===== config.mk =====
export PLATFORM = sky130hd
export DESIGN_NAME = cmtu_top
export DESIGN_NICKNAME = d
export VERILOG_FILES = /design/src/hdl/cmtu_pkg.sv /design/src/hdl/cmtu_top.sv /design/src/hdl/cmtu_channel.sv
export VERILOG_INCLUDE_DIRS = /design/src /design/src/hdl
export SDC_FILE = /design/constraint.sdc
export NUM_CORES = 1
export LEC_CHECK = 0
export ABC_AREA = 0
export BUFFER_PORTS_ARGS = -buffer_cell sky130_fd_sc_hd__buf_2
export CORE_AREA = 2 2 203 165
export DETAILED_ROUTE_END_ITERATION = 10
export DIE_AREA = 0 0 205 167
export GPL_ROUTABILITY_DRIVEN = 0
export PLACE_DENSITY_LB_ADDON = 0.1
export SLEW_MARGIN = 15
export SYNTH_ARGS = -nofsm -noshare
export SYNTH_HDL_FRONTEND = slang
export SYNTH_HIERARCHICAL = 1
export SYNTH_SLANG_ARGS = --single-unit

===== constraint.sdc =====
create_clock -name MCLK -period 4.4 [get_ports MCLK]
set_input_delay 0.88 -clock MCLK [delete_from_list [all_inputs] [get_ports MCLK]]
set_output_delay 0.88 -clock MCLK [all_outputs]
set_load 0.01 [all_outputs]

===== src/hdl/cmtu_regs.svh =====
// Register offsets, field positions, reset values and prescaler counts of the match timer
`ifndef CMTU_REGS_SVH
`define CMTU_REGS_SVH

// ----------------------------------------------------------------
// Register offsets (byte addresses, one word each)
// ----------------------------------------------------------------
`define CMTU_STOP_OFS      8'h00
`define CMTU_START0_OFS    8'h04
`define CMTU_START1_OFS    8'h08
`define CMTU_STAT_OFS      8'h0c
`define CMTU_MASK_OFS      8'h10
`define CMTU_CH0_PAGE      4'h2
`define CMTU_CTRL_SUB      4'h0
`define CMTU_CNT_SUB       4'h4
`define CMTU_CONST_SUB     4'h8

// ----------------------------------------------------------------
// Field positions
// ----------------------------------------------------------------
`define CMTU_CTRL_CKS_LSB  0
`define CMTU_CTRL_IE_BIT   6

// ----------------------------------------------------------------
// Reset values
// ----------------------------------------------------------------
`define CMTU_STOP_RST      2'b11
`define CMTU_CONST_RST     16'hffff

// ----------------------------------------------------------------
// Prescaler terminal counts (ratio minus one)
// ----------------------------------------------------------------
`define CMTU_TERM_DIV8     9'h007
`define CMTU_TERM_DIV32    9'h01f
`define CMTU_TERM_DIV128   9'h07f
`define CMTU_TERM_DIV512   9'h1ff

`endif


===== src/hdl/cmtu_pkg.sv =====
// Types and shared functions of the match timer
package cmtu_pkg;
`include "cmtu_regs.svh"

   // ----------------------------------------------------------------
   // Clock select encoding, ratios in ascending order
   // ----------------------------------------------------------------
   typedef enum logic [1:0] {
      CMTU_DIV8,
      CMTU_DIV32,
      CMTU_DIV128,
      CMTU_DIV512
   } cmtu_cks_type;

   typedef logic [15:0] cmtu_word_type;   // Counter and register word

   // Terminal count of the prescaler for a clock select value
   function automatic logic [8:0] cmtu_term(input logic [1:0] clock_select);
      case (cmtu_cks_type'(clock_select))
         CMTU_DIV8:   cmtu_term = `CMTU_TERM_DIV8;
         CMTU_DIV32:  cmtu_term = `CMTU_TERM_DIV32;
         CMTU_DIV128: cmtu_term = `CMTU_TERM_DIV128;
         default:     cmtu_term = `CMTU_TERM_DIV512;
      endcase
   endfunction
endpackage


===== src/hdl/cmtu_top.sv =====
// Two-unit, four-channel match timer with register port and request outputs
//
// Design decisions made here: the register offsets and the strobed register port.
`timescale 1ns/1ps
`include "cmtu_regs.svh"
// Overview of operation
// Each channel counts up sixteen bits per tick
// Tick is clock divided by 8/32/128/512
// Select 00 is /8, 11 is /512
// Software writes counter; zero restarts from zero
// Period is constant plus one ticks
// Equal to constant: match, then zero
// Run bit starts; clear halts, keeps value
// Enable bit gates the match request
// No local flag; request is a pulse; the code also keeps the sticky status stat_r, which drives IRQ
// Controller clears its pending flag on accept
// Group flag stays set, later requests unaffected
// Reset leaves units stopped until released
// Match also requests transfer and DMA activation
// Two units, four channels, own registers
// Software stops and clears before reconfiguring
module cmtu_top (
   input  wire logic        MCLK,
   input  wire logic        RST_N,
   input  wire logic [7:0]  ADDR,
   input  wire logic [15:0] WDATA,
   input  wire logic        WR,
   input  wire logic        RD,
   output logic [15:0]      RDATA,
   output logic             IRQ,
   output logic [3:0]       MATCH_IRQ_REQ,
   output logic [3:0]       DTC_REQ,
   output logic [3:0]       DMA_REQ
);

   // ----------------------------------------------------------------
   // Declarations
   // ----------------------------------------------------------------
   logic [1:0]  stop_r;          // Unit stop bits, one per unit
   logic [3:0]  start_r;         // Run bits, two per unit
   logic [1:0]  cks_r [4];       // Clock select per channel
   logic [3:0]  ie_r;            // Match request enable per channel
   logic [15:0] const_r [4];     // Match constant per channel
   logic [15:0] ch_cnt [4];      // Counter value per channel
   logic [3:0]  ch_match;        // Match pulse per channel
   logic [3:0]  ch_en;           // Channel counting
   logic [3:0]  cnt_we;          // Counter write strobes
   logic [3:0]  stat_r;          // Sticky interrupt status
   logic [3:0]  stat_nxt;        // Next status value
   logic [3:0]  mask_r;          // Interrupt mask, one enables
   logic [3:0]  stat_clr;        // Write-one-to-clear pattern
   logic [15:0] rd_mux;          // Read data before the register

   // True when the address falls in the page of channel m
   function automatic logic chan_hit(input logic [7:0] a, input int m);
      chan_hit = (a[7:4] == 4'(`CMTU_CH0_PAGE + m));
   endfunction

   // True when channel m may be reached: its unit has a clock
   function automatic logic chan_live(input logic [1:0] stop, input int m);
      chan_live = !stop[m / 2];
   endfunction

   // ----------------------------------------------------------------
   // Unit stop control
   // ----------------------------------------------------------------
   // Both units come out of reset stopped; only software releases them
   always_ff @(posedge MCLK or negedge RST_N) begin
      if (!RST_N) begin
         stop_r <= `CMTU_STOP_RST;
      end else if (WR && (ADDR == `CMTU_STOP_OFS)) begin
         stop_r <= WDATA[1:0];
      end
   end

   // ----------------------------------------------------------------
   // Start registers
   // ----------------------------------------------------------------
   // A stopped unit has no clock, so its start register ignores writes
   always_ff @(posedge MCLK or negedge RST_N) begin
      if (!RST_N) begin
         start_r <= 4'h0;
      end else begin
         if (WR && (ADDR == `CMTU_START0_OFS) && !stop_r[0]) begin
            start_r[1:0] <= WDATA[1:0];
         end
         if (WR && (ADDR == `CMTU_START1_OFS) && !stop_r[1]) begin
            start_r[3:2] <= WDATA[1:0];
         end
      end
   end

   // Counting needs both the run bit and a clocked unit
   always_comb begin
      for (int m = 0; m < 4; m++) begin
         ch_en[m] = start_r[m] && chan_live(stop_r, m);
      end
   end

   // ----------------------------------------------------------------
   // Channel control and constant registers
   // ----------------------------------------------------------------
   // Each channel owns its control and constant words
   always_ff @(posedge MCLK or negedge RST_N) begin
      if (!RST_N) begin
         for (int m = 0; m < 4; m++) begin
            cks_r[m]   <= 2'b00;
            const_r[m] <= `CMTU_CONST_RST;
         end
         ie_r <= 4'h0;
      end else begin
         for (int m = 0; m < 4; m++) begin
            if (WR && chan_hit(ADDR, m) && chan_live(stop_r, m)) begin
               // Control word: clock select and request enable
               if (ADDR[3:0] == `CMTU_CTRL_SUB) begin
                  cks_r[m] <= WDATA[`CMTU_CTRL_CKS_LSB +: 2];
                  ie_r[m]  <= WDATA[`CMTU_CTRL_IE_BIT];
               end
               // Constant word, taken as period minus one
               if (ADDR[3:0] == `CMTU_CONST_SUB) begin
                  const_r[m] <= WDATA;
               end
            end
         end
      end
   end

   // Counter writes go straight into the channel
   always_comb begin
      for (int m = 0; m < 4; m++) begin
         cnt_we[m] = WR && chan_hit(ADDR, m) && chan_live(stop_r, m) &&
                     (ADDR[3:0] == `CMTU_CNT_SUB);
      end
   end

   // ----------------------------------------------------------------
   // Channels
   // ----------------------------------------------------------------
   // Four identical channels, two per unit
   for (genvar g = 0; g < 4; g++) begin : g_ch
      cmtu_channel u_ch (
         .clk         (MCLK),
         .rst_n       (RST_N),
         .en          (ch_en[g]),
         .clock_select         (cks_r[g]),
         .cnt_we      (cnt_we[g]),
         .cnt_wdata   (WDATA),
         .match_const (const_r[g]),
         .count       (ch_cnt[g]),
         .match       (ch_match[g])
      );
   end

   // ----------------------------------------------------------------
   // Request outputs
   // ----------------------------------------------------------------
   // Request pulses only; the pending flag lives in the controller
   always_ff @(posedge MCLK or negedge RST_N) begin
      if (!RST_N) begin
         MATCH_IRQ_REQ <= 4'h0;
      end else begin
         MATCH_IRQ_REQ <= ch_match & ie_r;
      end
   end

   // Activation requests follow every match, enabled or not
   always_ff @(posedge MCLK or negedge RST_N) begin
      if (!RST_N) begin
         DTC_REQ <= 4'h0;
         DMA_REQ <= 4'h0;
      end else begin
         DTC_REQ <= ch_match;
         DMA_REQ <= ch_match;
      end
   end

   // ----------------------------------------------------------------
   // Interrupt status and mask
   // ----------------------------------------------------------------
   // Write-one-to-clear pattern, only on a status write
   assign stat_clr = (WR && (ADDR == `CMTU_STAT_OFS)) ? WDATA[3:0] : 4'h0;

   // A match in the clearing cycle survives: set wins over clear
   assign stat_nxt = (stat_r & ~stat_clr) | (ch_match & ie_r);

   always_ff @(posedge MCLK or negedge RST_N) begin
      if (!RST_N) begin
         stat_r <= 4'h0;
      end else begin
         stat_r <= stat_nxt;
      end
   end

   // Mask resets closed so nothing interrupts before setup
   always_ff @(posedge MCLK or negedge RST_N) begin
      if (!RST_N) begin
         mask_r <= 4'h0;
      end else if (WR && (ADDR == `CMTU_MASK_OFS)) begin
         mask_r <= WDATA[3:0];
      end
   end

   // Level output; computed from next state to stay a plain flop
   always_ff @(posedge MCLK or negedge RST_N) begin
      if (!RST_N) begin
         IRQ <= 1'b0;
      end else begin
         IRQ <= |(stat_nxt & mask_r);
      end
   end

   // ----------------------------------------------------------------
   // Read path
   // ----------------------------------------------------------------
   // Unmapped addresses and the channel registers of stopped units read as zero
   always_comb begin
      rd_mux = 16'h0000;
      case (ADDR)
         `CMTU_STOP_OFS:   rd_mux = {14'h0000, stop_r};
         `CMTU_START0_OFS: rd_mux = {14'h0000, start_r[1:0]};
         `CMTU_START1_OFS: rd_mux = {14'h0000, start_r[3:2]};
         `CMTU_STAT_OFS:   rd_mux = {12'h000, stat_r};
         `CMTU_MASK_OFS:   rd_mux = {12'h000, mask_r};
         default:          rd_mux = 16'h0000;
      endcase
      for (int m = 0; m < 4; m++) begin
         if (chan_hit(ADDR, m) && chan_live(stop_r, m)) begin
            case (ADDR[3:0])
               `CMTU_CTRL_SUB: begin
                  rd_mux[`CMTU_CTRL_CKS_LSB +: 2] = cks_r[m];
                  rd_mux[`CMTU_CTRL_IE_BIT]       = ie_r[m];
               end
               `CMTU_CNT_SUB:   rd_mux = ch_cnt[m];
               `CMTU_CONST_SUB: rd_mux = const_r[m];
               default:         rd_mux = 16'h0000;
            endcase
         end
      end
   end

   // Read data stand only in the cycle after the strobe
   always_ff @(posedge MCLK or negedge RST_N) begin
      if (!RST_N) begin
         RDATA <= 16'h0000;
      end else if (RD) begin
         RDATA <= rd_mux;
      end else begin
         RDATA <= 16'h0000;
      end
   end

   // ----------------------------------------------------------------
   // Assertions
   // ----------------------------------------------------------------
   property p_req_gate;
      @(posedge MCLK) disable iff (!RST_N)
      (|(ch_match & ~ie_r)) |=> (MATCH_IRQ_REQ & ~$past(ie_r)) == 4'h0;
   endproperty
   a_req_gate: assert property (p_req_gate) else $error("request with enable clear");

   property p_req_pulse;
      @(posedge MCLK) disable iff (!RST_N)
      (|MATCH_IRQ_REQ) |=> (MATCH_IRQ_REQ & $past(MATCH_IRQ_REQ)) == 4'h0;
   endproperty
   a_req_pulse: assert property (p_req_pulse) else $error("request held past a cycle");

   property p_stop_idle;
      @(posedge MCLK) disable iff (!RST_N)
      stop_r[0] && $past(stop_r[0]) |=>
         $stable(ch_cnt[0]) && $stable(ch_cnt[1]) && (DTC_REQ[1:0] == 2'b00);
   endproperty
   a_stop_idle: assert property (p_stop_idle) else $error("stopped unit active");

   property p_act_req;
      @(posedge MCLK) disable iff (!RST_N)
      (|ch_match) |=> (DTC_REQ == $past(ch_match)) && (DMA_REQ == $past(ch_match));
   endproperty
   a_act_req: assert property (p_act_req) else $error("activation request missing");

   property p_start;
      @(posedge MCLK) disable iff (!RST_N)
      WR && (ADDR == `CMTU_START1_OFS) && !stop_r[1] && WDATA[0] |=>
         ##8 (ch_cnt[2] != $past(ch_cnt[2], 8)) || cnt_we[2] || $past(cnt_we[2], 8) ||
         !start_r[2] || ($past(cks_r[2], 1) != 2'b00) || (const_r[2] == 16'h0000);
   endproperty
   a_start: assert property (p_start) else $error("started channel did not count");

   property p_stop_write;
      @(posedge MCLK) disable iff (!RST_N)
      stop_r[0] && WR && (ADDR == `CMTU_START0_OFS) |=> $stable(start_r[1:0]);
   endproperty
   a_stop_write: assert property (p_stop_write) else $error("stopped unit took a start");

   property p_live_read;
      @(posedge MCLK) disable iff (!RST_N)
      RD && stop_r[0] && (ADDR[7:5] == 3'b001) |=> RDATA == 16'h0000;
   endproperty
   a_live_read: assert property (p_live_read) else $error("stopped unit read nonzero");

   property p_stat_set;
      @(posedge MCLK) disable iff (!RST_N)
      (|MATCH_IRQ_REQ) |-> (stat_r & MATCH_IRQ_REQ) == MATCH_IRQ_REQ;
   endproperty
   a_stat_set: assert property (p_stat_set) else $error("request without status");

   property p_req_zero;
      @(posedge MCLK) disable iff (!RST_N)
      DTC_REQ[0] |-> $past(ch_cnt[0]) == 16'h0000;
   endproperty
   a_req_zero: assert property (p_req_zero) else $error("match left counter nonzero");

endmodule


===== src/hdl/cmtu_channel.sv =====
// One match timer channel: prescaler, 16-bit up-counter and match detection
`timescale 1ns/1ps
module cmtu_channel (
   input  wire logic        clk,
   input  wire logic        rst_n,
   input  wire logic        en,
   input  wire logic [1:0]  clock_select,
   input  wire logic        cnt_we,
   input  wire logic [15:0] cnt_wdata,
   input  wire logic [15:0] match_const,
   output logic [15:0]      count,
   output logic             match
);

   logic [8:0] pre_r;   // Prescaler divider count
   logic       tick;    // One count-clock tick

   // ----------------------------------------------------------------
   // Prescaler
   // ----------------------------------------------------------------
   // Tick at the terminal count of the selected ratio
   assign tick = en && (pre_r == cmtu_pkg::cmtu_term(clock_select));

   // Restarts when halted, so a fresh start never gives a short first tick
   always_ff @(posedge clk or negedge rst_n) begin
      if (!rst_n) begin
         pre_r <= 9'h000;
      end else if (!en || tick) begin
         pre_r <= 9'h000;
      end else begin
         pre_r <= pre_r + 9'h001;
      end
   end

   // ----------------------------------------------------------------
   // Counter
   // ----------------------------------------------------------------
   // Software write wins over a tick in the same cycle
   always_ff @(posedge clk or negedge rst_n) begin
      if (!rst_n) begin
         count <= 16'h0000;
      end else if (cnt_we) begin
         count <= cnt_wdata;
      end else if (tick) begin
         if (count == match_const) begin
            count <= 16'h0000;
         end else begin
            count <= count + 16'h0001;
         end
      end
   end

   // Match pulse, one cycle, in the cycle the counter shows zero again
   always_ff @(posedge clk or negedge rst_n) begin
      if (!rst_n) begin
         match <= 1'b0;
      end else begin
         match <= !cnt_we && tick && (count == match_const);
      end
   end

   // ----------------------------------------------------------------
   // Assertions
   // ----------------------------------------------------------------
   property p_step;
      @(posedge clk) disable iff (!rst_n)
      tick && !cnt_we && (count != match_const) |=> count == $past(count) + 16'h0001;
   endproperty
   a_step: assert property (p_step) else $error("counter did not step by one");

   property p_tick_gap;
      @(posedge clk) disable iff (!rst_n)
      tick |=> (!tick)[*7];
   endproperty
   a_tick_gap: assert property (p_tick_gap) else $error("ticks closer than eight");

   property p_write;
      @(posedge clk) disable iff (!rst_n)
      cnt_we |=> count == $past(cnt_wdata);
   endproperty
   a_write: assert property (p_write) else $error("counter write lost");

   property p_match_zero;
      @(posedge clk) disable iff (!rst_n)
      match |-> (count == 16'h0000) && ($past(count) == $past(match_const));
   endproperty
   a_match_zero: assert property (p_match_zero) else $error("match without clear");

   property p_hold;
      @(posedge clk) disable iff (!rst_n)
      !en && !cnt_we |=> $stable(count) && !match;
   endproperty
   a_hold: assert property (p_hold) else $error("halted counter moved");

endmodule


==> out/results.ini, run 1 <==
[run_status]
status=complete, no violations

[cts]
clk_path_buf_depth=3
cts_tree=yes
cts_resized=0
clk_pin_slew_worst_paths_ns=0.06
insertion_delay_ns=0.55
cts_made_buffers=26
cts_hold_buf=0
ctsHtreeMaxLevel=1
post_cts_buffers=0
cts_sinks=219
cts_root_buffer=clkbuf_16

[route]
wl_met3_mm=2.04
drc=0
drt_iter0_drc=803
firstDrtPassIters=7
wl_met1_mm=18.4
wl_mm=38.0
wl_per_cell_um=22.8
ant_nets=0
via_count=9568
routed.top_layer=met5
via_per_inst=5.74
met2_length_mm=16.8

[final_layout]
areaGrowthSynthToFinish_pct=11.3
multiInputGateArea_sq_um=6740
finalNonFillerCells=1667
drive_above_1_share_pct=28.5
fin_nets=1256
seq_area_sq_um=5560
fill_cells=3121
n_antenna_cell=0

[die]
die_x_um=205
core_sq_um=32200
start_util_pct=39.7
pin_count=57
dieHeight_um=167
die_area_sq_um=34200
rows=59

[setup_path]
cp.arrival_ns=3.42
critPathMaxFanout=18
crit_chain=buf_2, nor2b_2, and2_1, buf_4, nand2_1, nor2_2, nand4bb_1, o221ai_2
cp_slowest_cell=nand4bb_1
startpoint=ADDR[2]
worstSetupPathType=input pin to flop
cp_top_family=simple AND/OR/NAND/NOR gates
cp.buffers_inverters=2
r2r-start=cks_r[4]$_DFFE_PN0P_
worst_ep_required_time_ns=4.83
slowest_delay_ns=0.91
reg2reg_setup_slack_ns=1.46
cp-end-kind=flop
start_kind=input pin

[power_and_ir_drop]
power_density_nw_per_um2=375
power_w=0.00532
leakage_nw=5.92
ir_drop_mv=0.260

[synthesis]
syn_inst=1189
syn_avg_cell_area_sq_um=10.7
synth_area_leaders=dfrtp_1 (30%), dfstp_2 (14%), xor2_1 (8.2%)
yosysSeqAreaShare_pct=43.6
synth.most_common_cell=nand2_1
yosys.area.top_type=dfrtp_1
synth_commonest_cells=nand2_1 (174), dfrtp_1 (153), xor2_1 (120), mux2_2 (78), dfstp_2 (66)
synth_area_sq_um=12800
ys.flop_type=dfrtp_1
synth_top_area_share_pct=30.0
synth_edf_count=0
ys_types=72
synth_warnings=6
synthArstFlopShare_pct=100
ys_seq_elements=219
syn_nets=1225

[sta]
finalMaxSlewViolations=0
finalHoldViolCount=0
fmax_mhz=335
setup_ws_ns=1.41
period_share_pct=67.9
worstMarginPinSlew_ns=1.05
fin_skew_ns=0.0103
rsz0062_at_grt=no
fin_crit_ns=2.99
setup_viol=0
maxSlewHeadroom_pct=29.4
finalSetupTns_ns=0

[grt]
grt_pass1_wl_mm=60.1
grt_pass1_vias=9592
antenna_found_initial=1
gr-total-overflow=0
grt_max_degree=110
grt_usage_pct=22.8

[place]
dp_slack_ns=0.858
numPortBuffers=56
hpwl_mm=26.3
dp.cells=1619

[run]
cap_viol_max_count=0

[worst_hold_path]
hold_path_class=input pin to asynchronous set/reset pin

## worst reg2reg max path: stages (launching register included)
cell,delay (ns)
dfrtp_1,0.45
or3_4,0.42
a2111oi_4,0.43
nor2_2,0.11
nand4bb_1,0.92
o221ai_2,0.50
## routing by layer
layer,GRT usage [%],vias up
li1,-,4445
met1,34.4,4814
met2,34.5,247
met3,3.41,60
met4,4.72,2
met5,0,-
## final timing paths
check / to / cells past startpoint
worst max register to register: g_ch[1].u_ch/count[0]$_DFFE_PN0P_ / 5
min in group MCLK: DMA_REQ[3]$_DFF_PN0_ / 0
worst min-delay path: MATCH_IRQ_REQ[0]$_DFF_PN0_ / 1
max in group asynchronous: const_r[14]$_DFFE_PN1P_ / 2
worst max-delay path: g_ch[1].u_ch/count[0]$_DFFE_PN0P_ / 8
worst min register to register: DMA_REQ[3]$_DFF_PN0_ / 0
## report_power, final
group	internal [W]	total, W	switching, W	leakage (nW)
Clock	0.00133	0.00223	0.000896	0.438
Combinational	0.000345	0.000809	0.000464	2.96
Sequential	0.00213	0.00229	0.000158	2.52
## cell families after synthesis
kind of cell	Yosys count	share of synthesized area [%]
adders and majority gates	8	0.784
and+or+nand+nor	432	17.9
buffers and inverters	82	3.78
xor gates and xnor gates	148	10.2
AOI/OAI and AO/OA	205	15.1
DFF	219	43.6
muxes	95	8.70
## placed cells by master (no fill, tap or decap), types with 11 or more instances in the layout
cell and n:
a21oi_1 17, a222oi_1 12, a22o_1 15, a22oi_1 33, and2_1 17, and3_1 18, buf_2 55, buf_4 20
clkbuf_16 27, dfrtp_1 153, dfstp_2 66, mux2_2 78, nand2_1 174, nand3_1 42, nand4_1 30, nor2_1 55
nor2b_1 11, nor4_1 16, o221ai_1 24, o221ai_2 40, o22ai_1 15, xnor2_1 28, xor2_1 120
## stage by stage
step / instance area, sq um / hold WS, ns / util (%)
after global placement: 13300 / 0.357 / 41.4
final: 14200 / 0.349 / 44.1
after CTS: 14200 / 0.391 / 44.1
after detailed placement: 13300 / 0.373 / 41.4
after floorplan: 12800 / 0.346 / -
after global routing: 14200 / 0.401 / 44.1
## layout make-up
class,instances,share of cell area [%]
Timing Repair Buffer,77,3.24
Sequential cell,219,39.2
Tap cell,427,3.76
Multi-Input combinational cell,888,47.4
Clock buffer,42,5.79
Clock inverter,6,0.414
Inverter,8,0.211
## flip-flops by register name (all words and copies together) (netlist names), 8 cells and up
register and count:
RDATA 16, cks_r 8, const_r 64, g_ch.u_ch/count 64
g_ch.u_ch/pre_r 36
Power figures use the tool's default switching activity.
==> run 2, diff against run 1 <==
==> constraint.sdc (replaced) <==
create_clock -name MCLK -period 2.9 [get_ports MCLK]
set_input_delay 0.58 -clock MCLK [delete_from_list [all_inputs] [get_ports MCLK]]
set_output_delay 0.58 -clock MCLK [all_outputs]
set_load 0.01 [all_outputs]
==> run 2 against run 1 <==
- global-route usage fell by 0.057 points
- sequential power is 51% higher
- routed wire length up 0.98%
- largest cell class unchanged
==> out/results.ini, run 2 (same netlist as run 1, synthesis figures left out) <==
[die]
die_area_sq_um=34200  ; unchanged
dieHeight_um=167  ; unchanged
rows=59  ; unchanged
die_x_um=205  ; unchanged
core_sq_um=32200  ; unchanged
start_util_pct=39.7  ; unchanged
pin_count=57  ; unchanged

[grt]
grt_pass1_wl_mm=59.7  ; was 60.1 mm
grt_use_met2_pct=34.2  ; was 34.5%
busiest_layer=met1  ; was met2
grt_pass1_vias=9586  ; was 9592
grt_util_met3_pct=3.37  ; was 3.41%
antenna_found_initial=0  ; was 1
grt_max_degree=66  ; was 110
gr-total-overflow=0  ; unchanged
grt_usage_pct=22.7  ; was 22.8%
grt_use_met1_pct=34.6  ; was 34.4%

[sta]
finalMaxSlewViolations=0  ; unchanged
period_share_pct=79.0
fin_crit_ns=2.29
setup_viol=0  ; unchanged
fin_skew_ns=0.0116  ; was 0.0103 ns
fmax_mhz=437
worstMarginPinSlew_ns=0.646  ; was 1.05 ns
finalSetupTns_ns=0  ; unchanged
finalHoldViolCount=0  ; unchanged
maxSlewHeadroom_pct=56.8  ; was 29.4%
rsz0062_at_grt=no  ; unchanged

[cts]
cts_root_buffer=clkbuf_16  ; unchanged
cts_sinks=219  ; unchanged
ctsHtreeMaxLevel=1  ; unchanged
clk_pin_slew_worst_paths_ns=0.06  ; about the same
cts_made_buffers=26  ; unchanged
cts_tree=yes  ; unchanged
insertion_delay_ns=0.55  ; about the same
cts_resized=0  ; unchanged
clk_path_buf_depth=3  ; unchanged

[setup_path]
cp.arrival_ns=2.69  ; was 3.42 ns
crit_chain=xor2_1, nor4_1, nand4_1, nand4bb_1, buf_4, o221ai_1  ; was buf_2, nor2b_2, and2_1, buf_4, nand2_1, nor2_2, nand4bb_1, o221ai_2
cp-end-kind=flop  ; unchanged
critPathMaxFanout=16  ; was 18
worst_ep_required_time_ns=3.30  ; was 4.83 ns
cp_slowest_cell=nor4_1  ; was nand4bb_1
worstSetupPathType=flop to flop  ; was input pin to flop
slowest_delay_ns=0.56  ; was 0.91 ns
start_kind=flop  ; was input pin

[route]
wl_mm=38.4  ; was 38.0 mm
via_count=9652  ; was 9568
drt_iter0_drc=683  ; was 803
ant_nets=0  ; unchanged
wl_per_cell_um=22.8  ; about the same
via_per_inst=5.72  ; was 5.74
firstDrtPassIters=7  ; unchanged
drc=0  ; unchanged

[worst_hold_path]
hold_path_class=flop to flop  ; was input pin to asynchronous set/reset pin

[place]
numPortBuffers=56  ; unchanged
place_area_sq_um=13500  ; was 13300 sq um
hpwl_mm=27.4  ; was 26.3 mm
dp.cells=1638  ; was 1619

[final_layout]
n_antenna_cell=0  ; unchanged
drive_above_1_share_pct=29.0  ; was 28.5%
fin_nets=1276  ; was 1256
final_cell_mix=nand2_1 (174), dfrtp_1 (153), xor2_1 (120)  ; unchanged
areaGrowthSynthToFinish_pct=12.2  ; was 11.3%
reg_top3=const_r x64, g_ch.u_ch/count x64, g_ch.u_ch/pre_r x36  ; unchanged
fill_cells=3098  ; was 3121
design_area_sq_um=14300  ; was 14200 sq um
finalNonFillerCells=1686  ; was 1667
final_common_cell=nand2_1  ; unchanged

[power_and_ir_drop]
power_w=0.00789  ; was 0.00532 W
leakage_nw=5.98  ; was 5.92 nW
ir_drop_mv=0.389  ; was 0.260 mV
power_density_nw_per_um2=551  ; was 375 nW/um^2

[run_status]
status=complete, no violations  ; unchanged

[run]
cap_viol_max_count=0  ; unchanged

run 2: worst paths after layout:
path	startpoint	end	slack, ns	depth (start not counted)
max in group asynchronous	RST_N	const_r[19]$_DFFE_PN1P_	1.53	3
min in group asynchronous	RST_N	DMA_REQ[3]$_DFF_PN0_	0.55	2
max reg2reg	g_ch[0].u_ch/count[14]$_DFFE_PN0P_	g_ch[0].u_ch/count[15]$_DFFE_PN0P_	0.61	6
max	g_ch[0].u_ch/count[14]$_DFFE_PN0P_	g_ch[0].u_ch/count[15]$_DFFE_PN0P_	0.61	6
min reg2reg	g_ch[1].u_ch/match$_DFF_PN0_	DMA_REQ[1]$_DFF_PN0_	0.39	0
min	g_ch[1].u_ch/match$_DFF_PN0_	DMA_REQ[1]$_DFF_PN0_	0.39	0
run 2: worst max-delay path, delay by kind of cell, from the launching register on:
kind	cells	cell delay [ns]
and+or+nand+nor	3	0.99
DFF	1	0.47
buffers and inverters	1	0.29
xor gates and xnor gates	1	0.20
AOI/OAI and AO/OA	1	0.18
run 2: final cells by class:
class / instances / area [sq um] / share of cell area (%)
Multi-Input combinational cell: 888 / 6740 / 47.0
Timing Repair Buffer: 97 / 651 / 4.54
Clock buffer: 44 / 790 / 5.51
Tap cell: 427 / 534 / 3.73
Sequential cell: 219 / 5560 / 38.8
Clock inverter: 3 / 18.8 / 0.131
Inverter: 8 / 30.0 / 0.210
run 2: layer usage:
metal	vias up	routed length [um]
met3	36	1740
met2	210	17100
li1	4475	-
met5	-	0
met1	4931	18900
met4	0	655
run 2: metrics by stage:
stage	hold WS (ns)	setup slack (ns)	util [%]
after floorplan	0.284	0.310	-
after global placement	0.386	0.371	42.0
after detailed placement	0.388	0.358	42.0
after CTS	0.401	0.633	44.5
after global routing	0.419	0.555	44.5
final	0.394	0.610	44.5
run 2: where the power goes:
group / internal (W) / leakage (nW) / switching [W] / total (W)
clock: 0.00184 / 0.395 / 0.00133 / 0.00317
combinational: 0.000543 / 3.07 / 0.000715 / 0.00126
sequential: 0.00323 / 2.52 / 0.000236 / 0.00346
total: 0.00561 / 5.98 / 0.00228 / 0.00789
run 2: timing repair:
action	4_1_cts	5_1_grt
endpoints found under the hold margin	50	0
buffers inserted	0	0
setup endpoints to repair	0	0
hold buffers	1	0
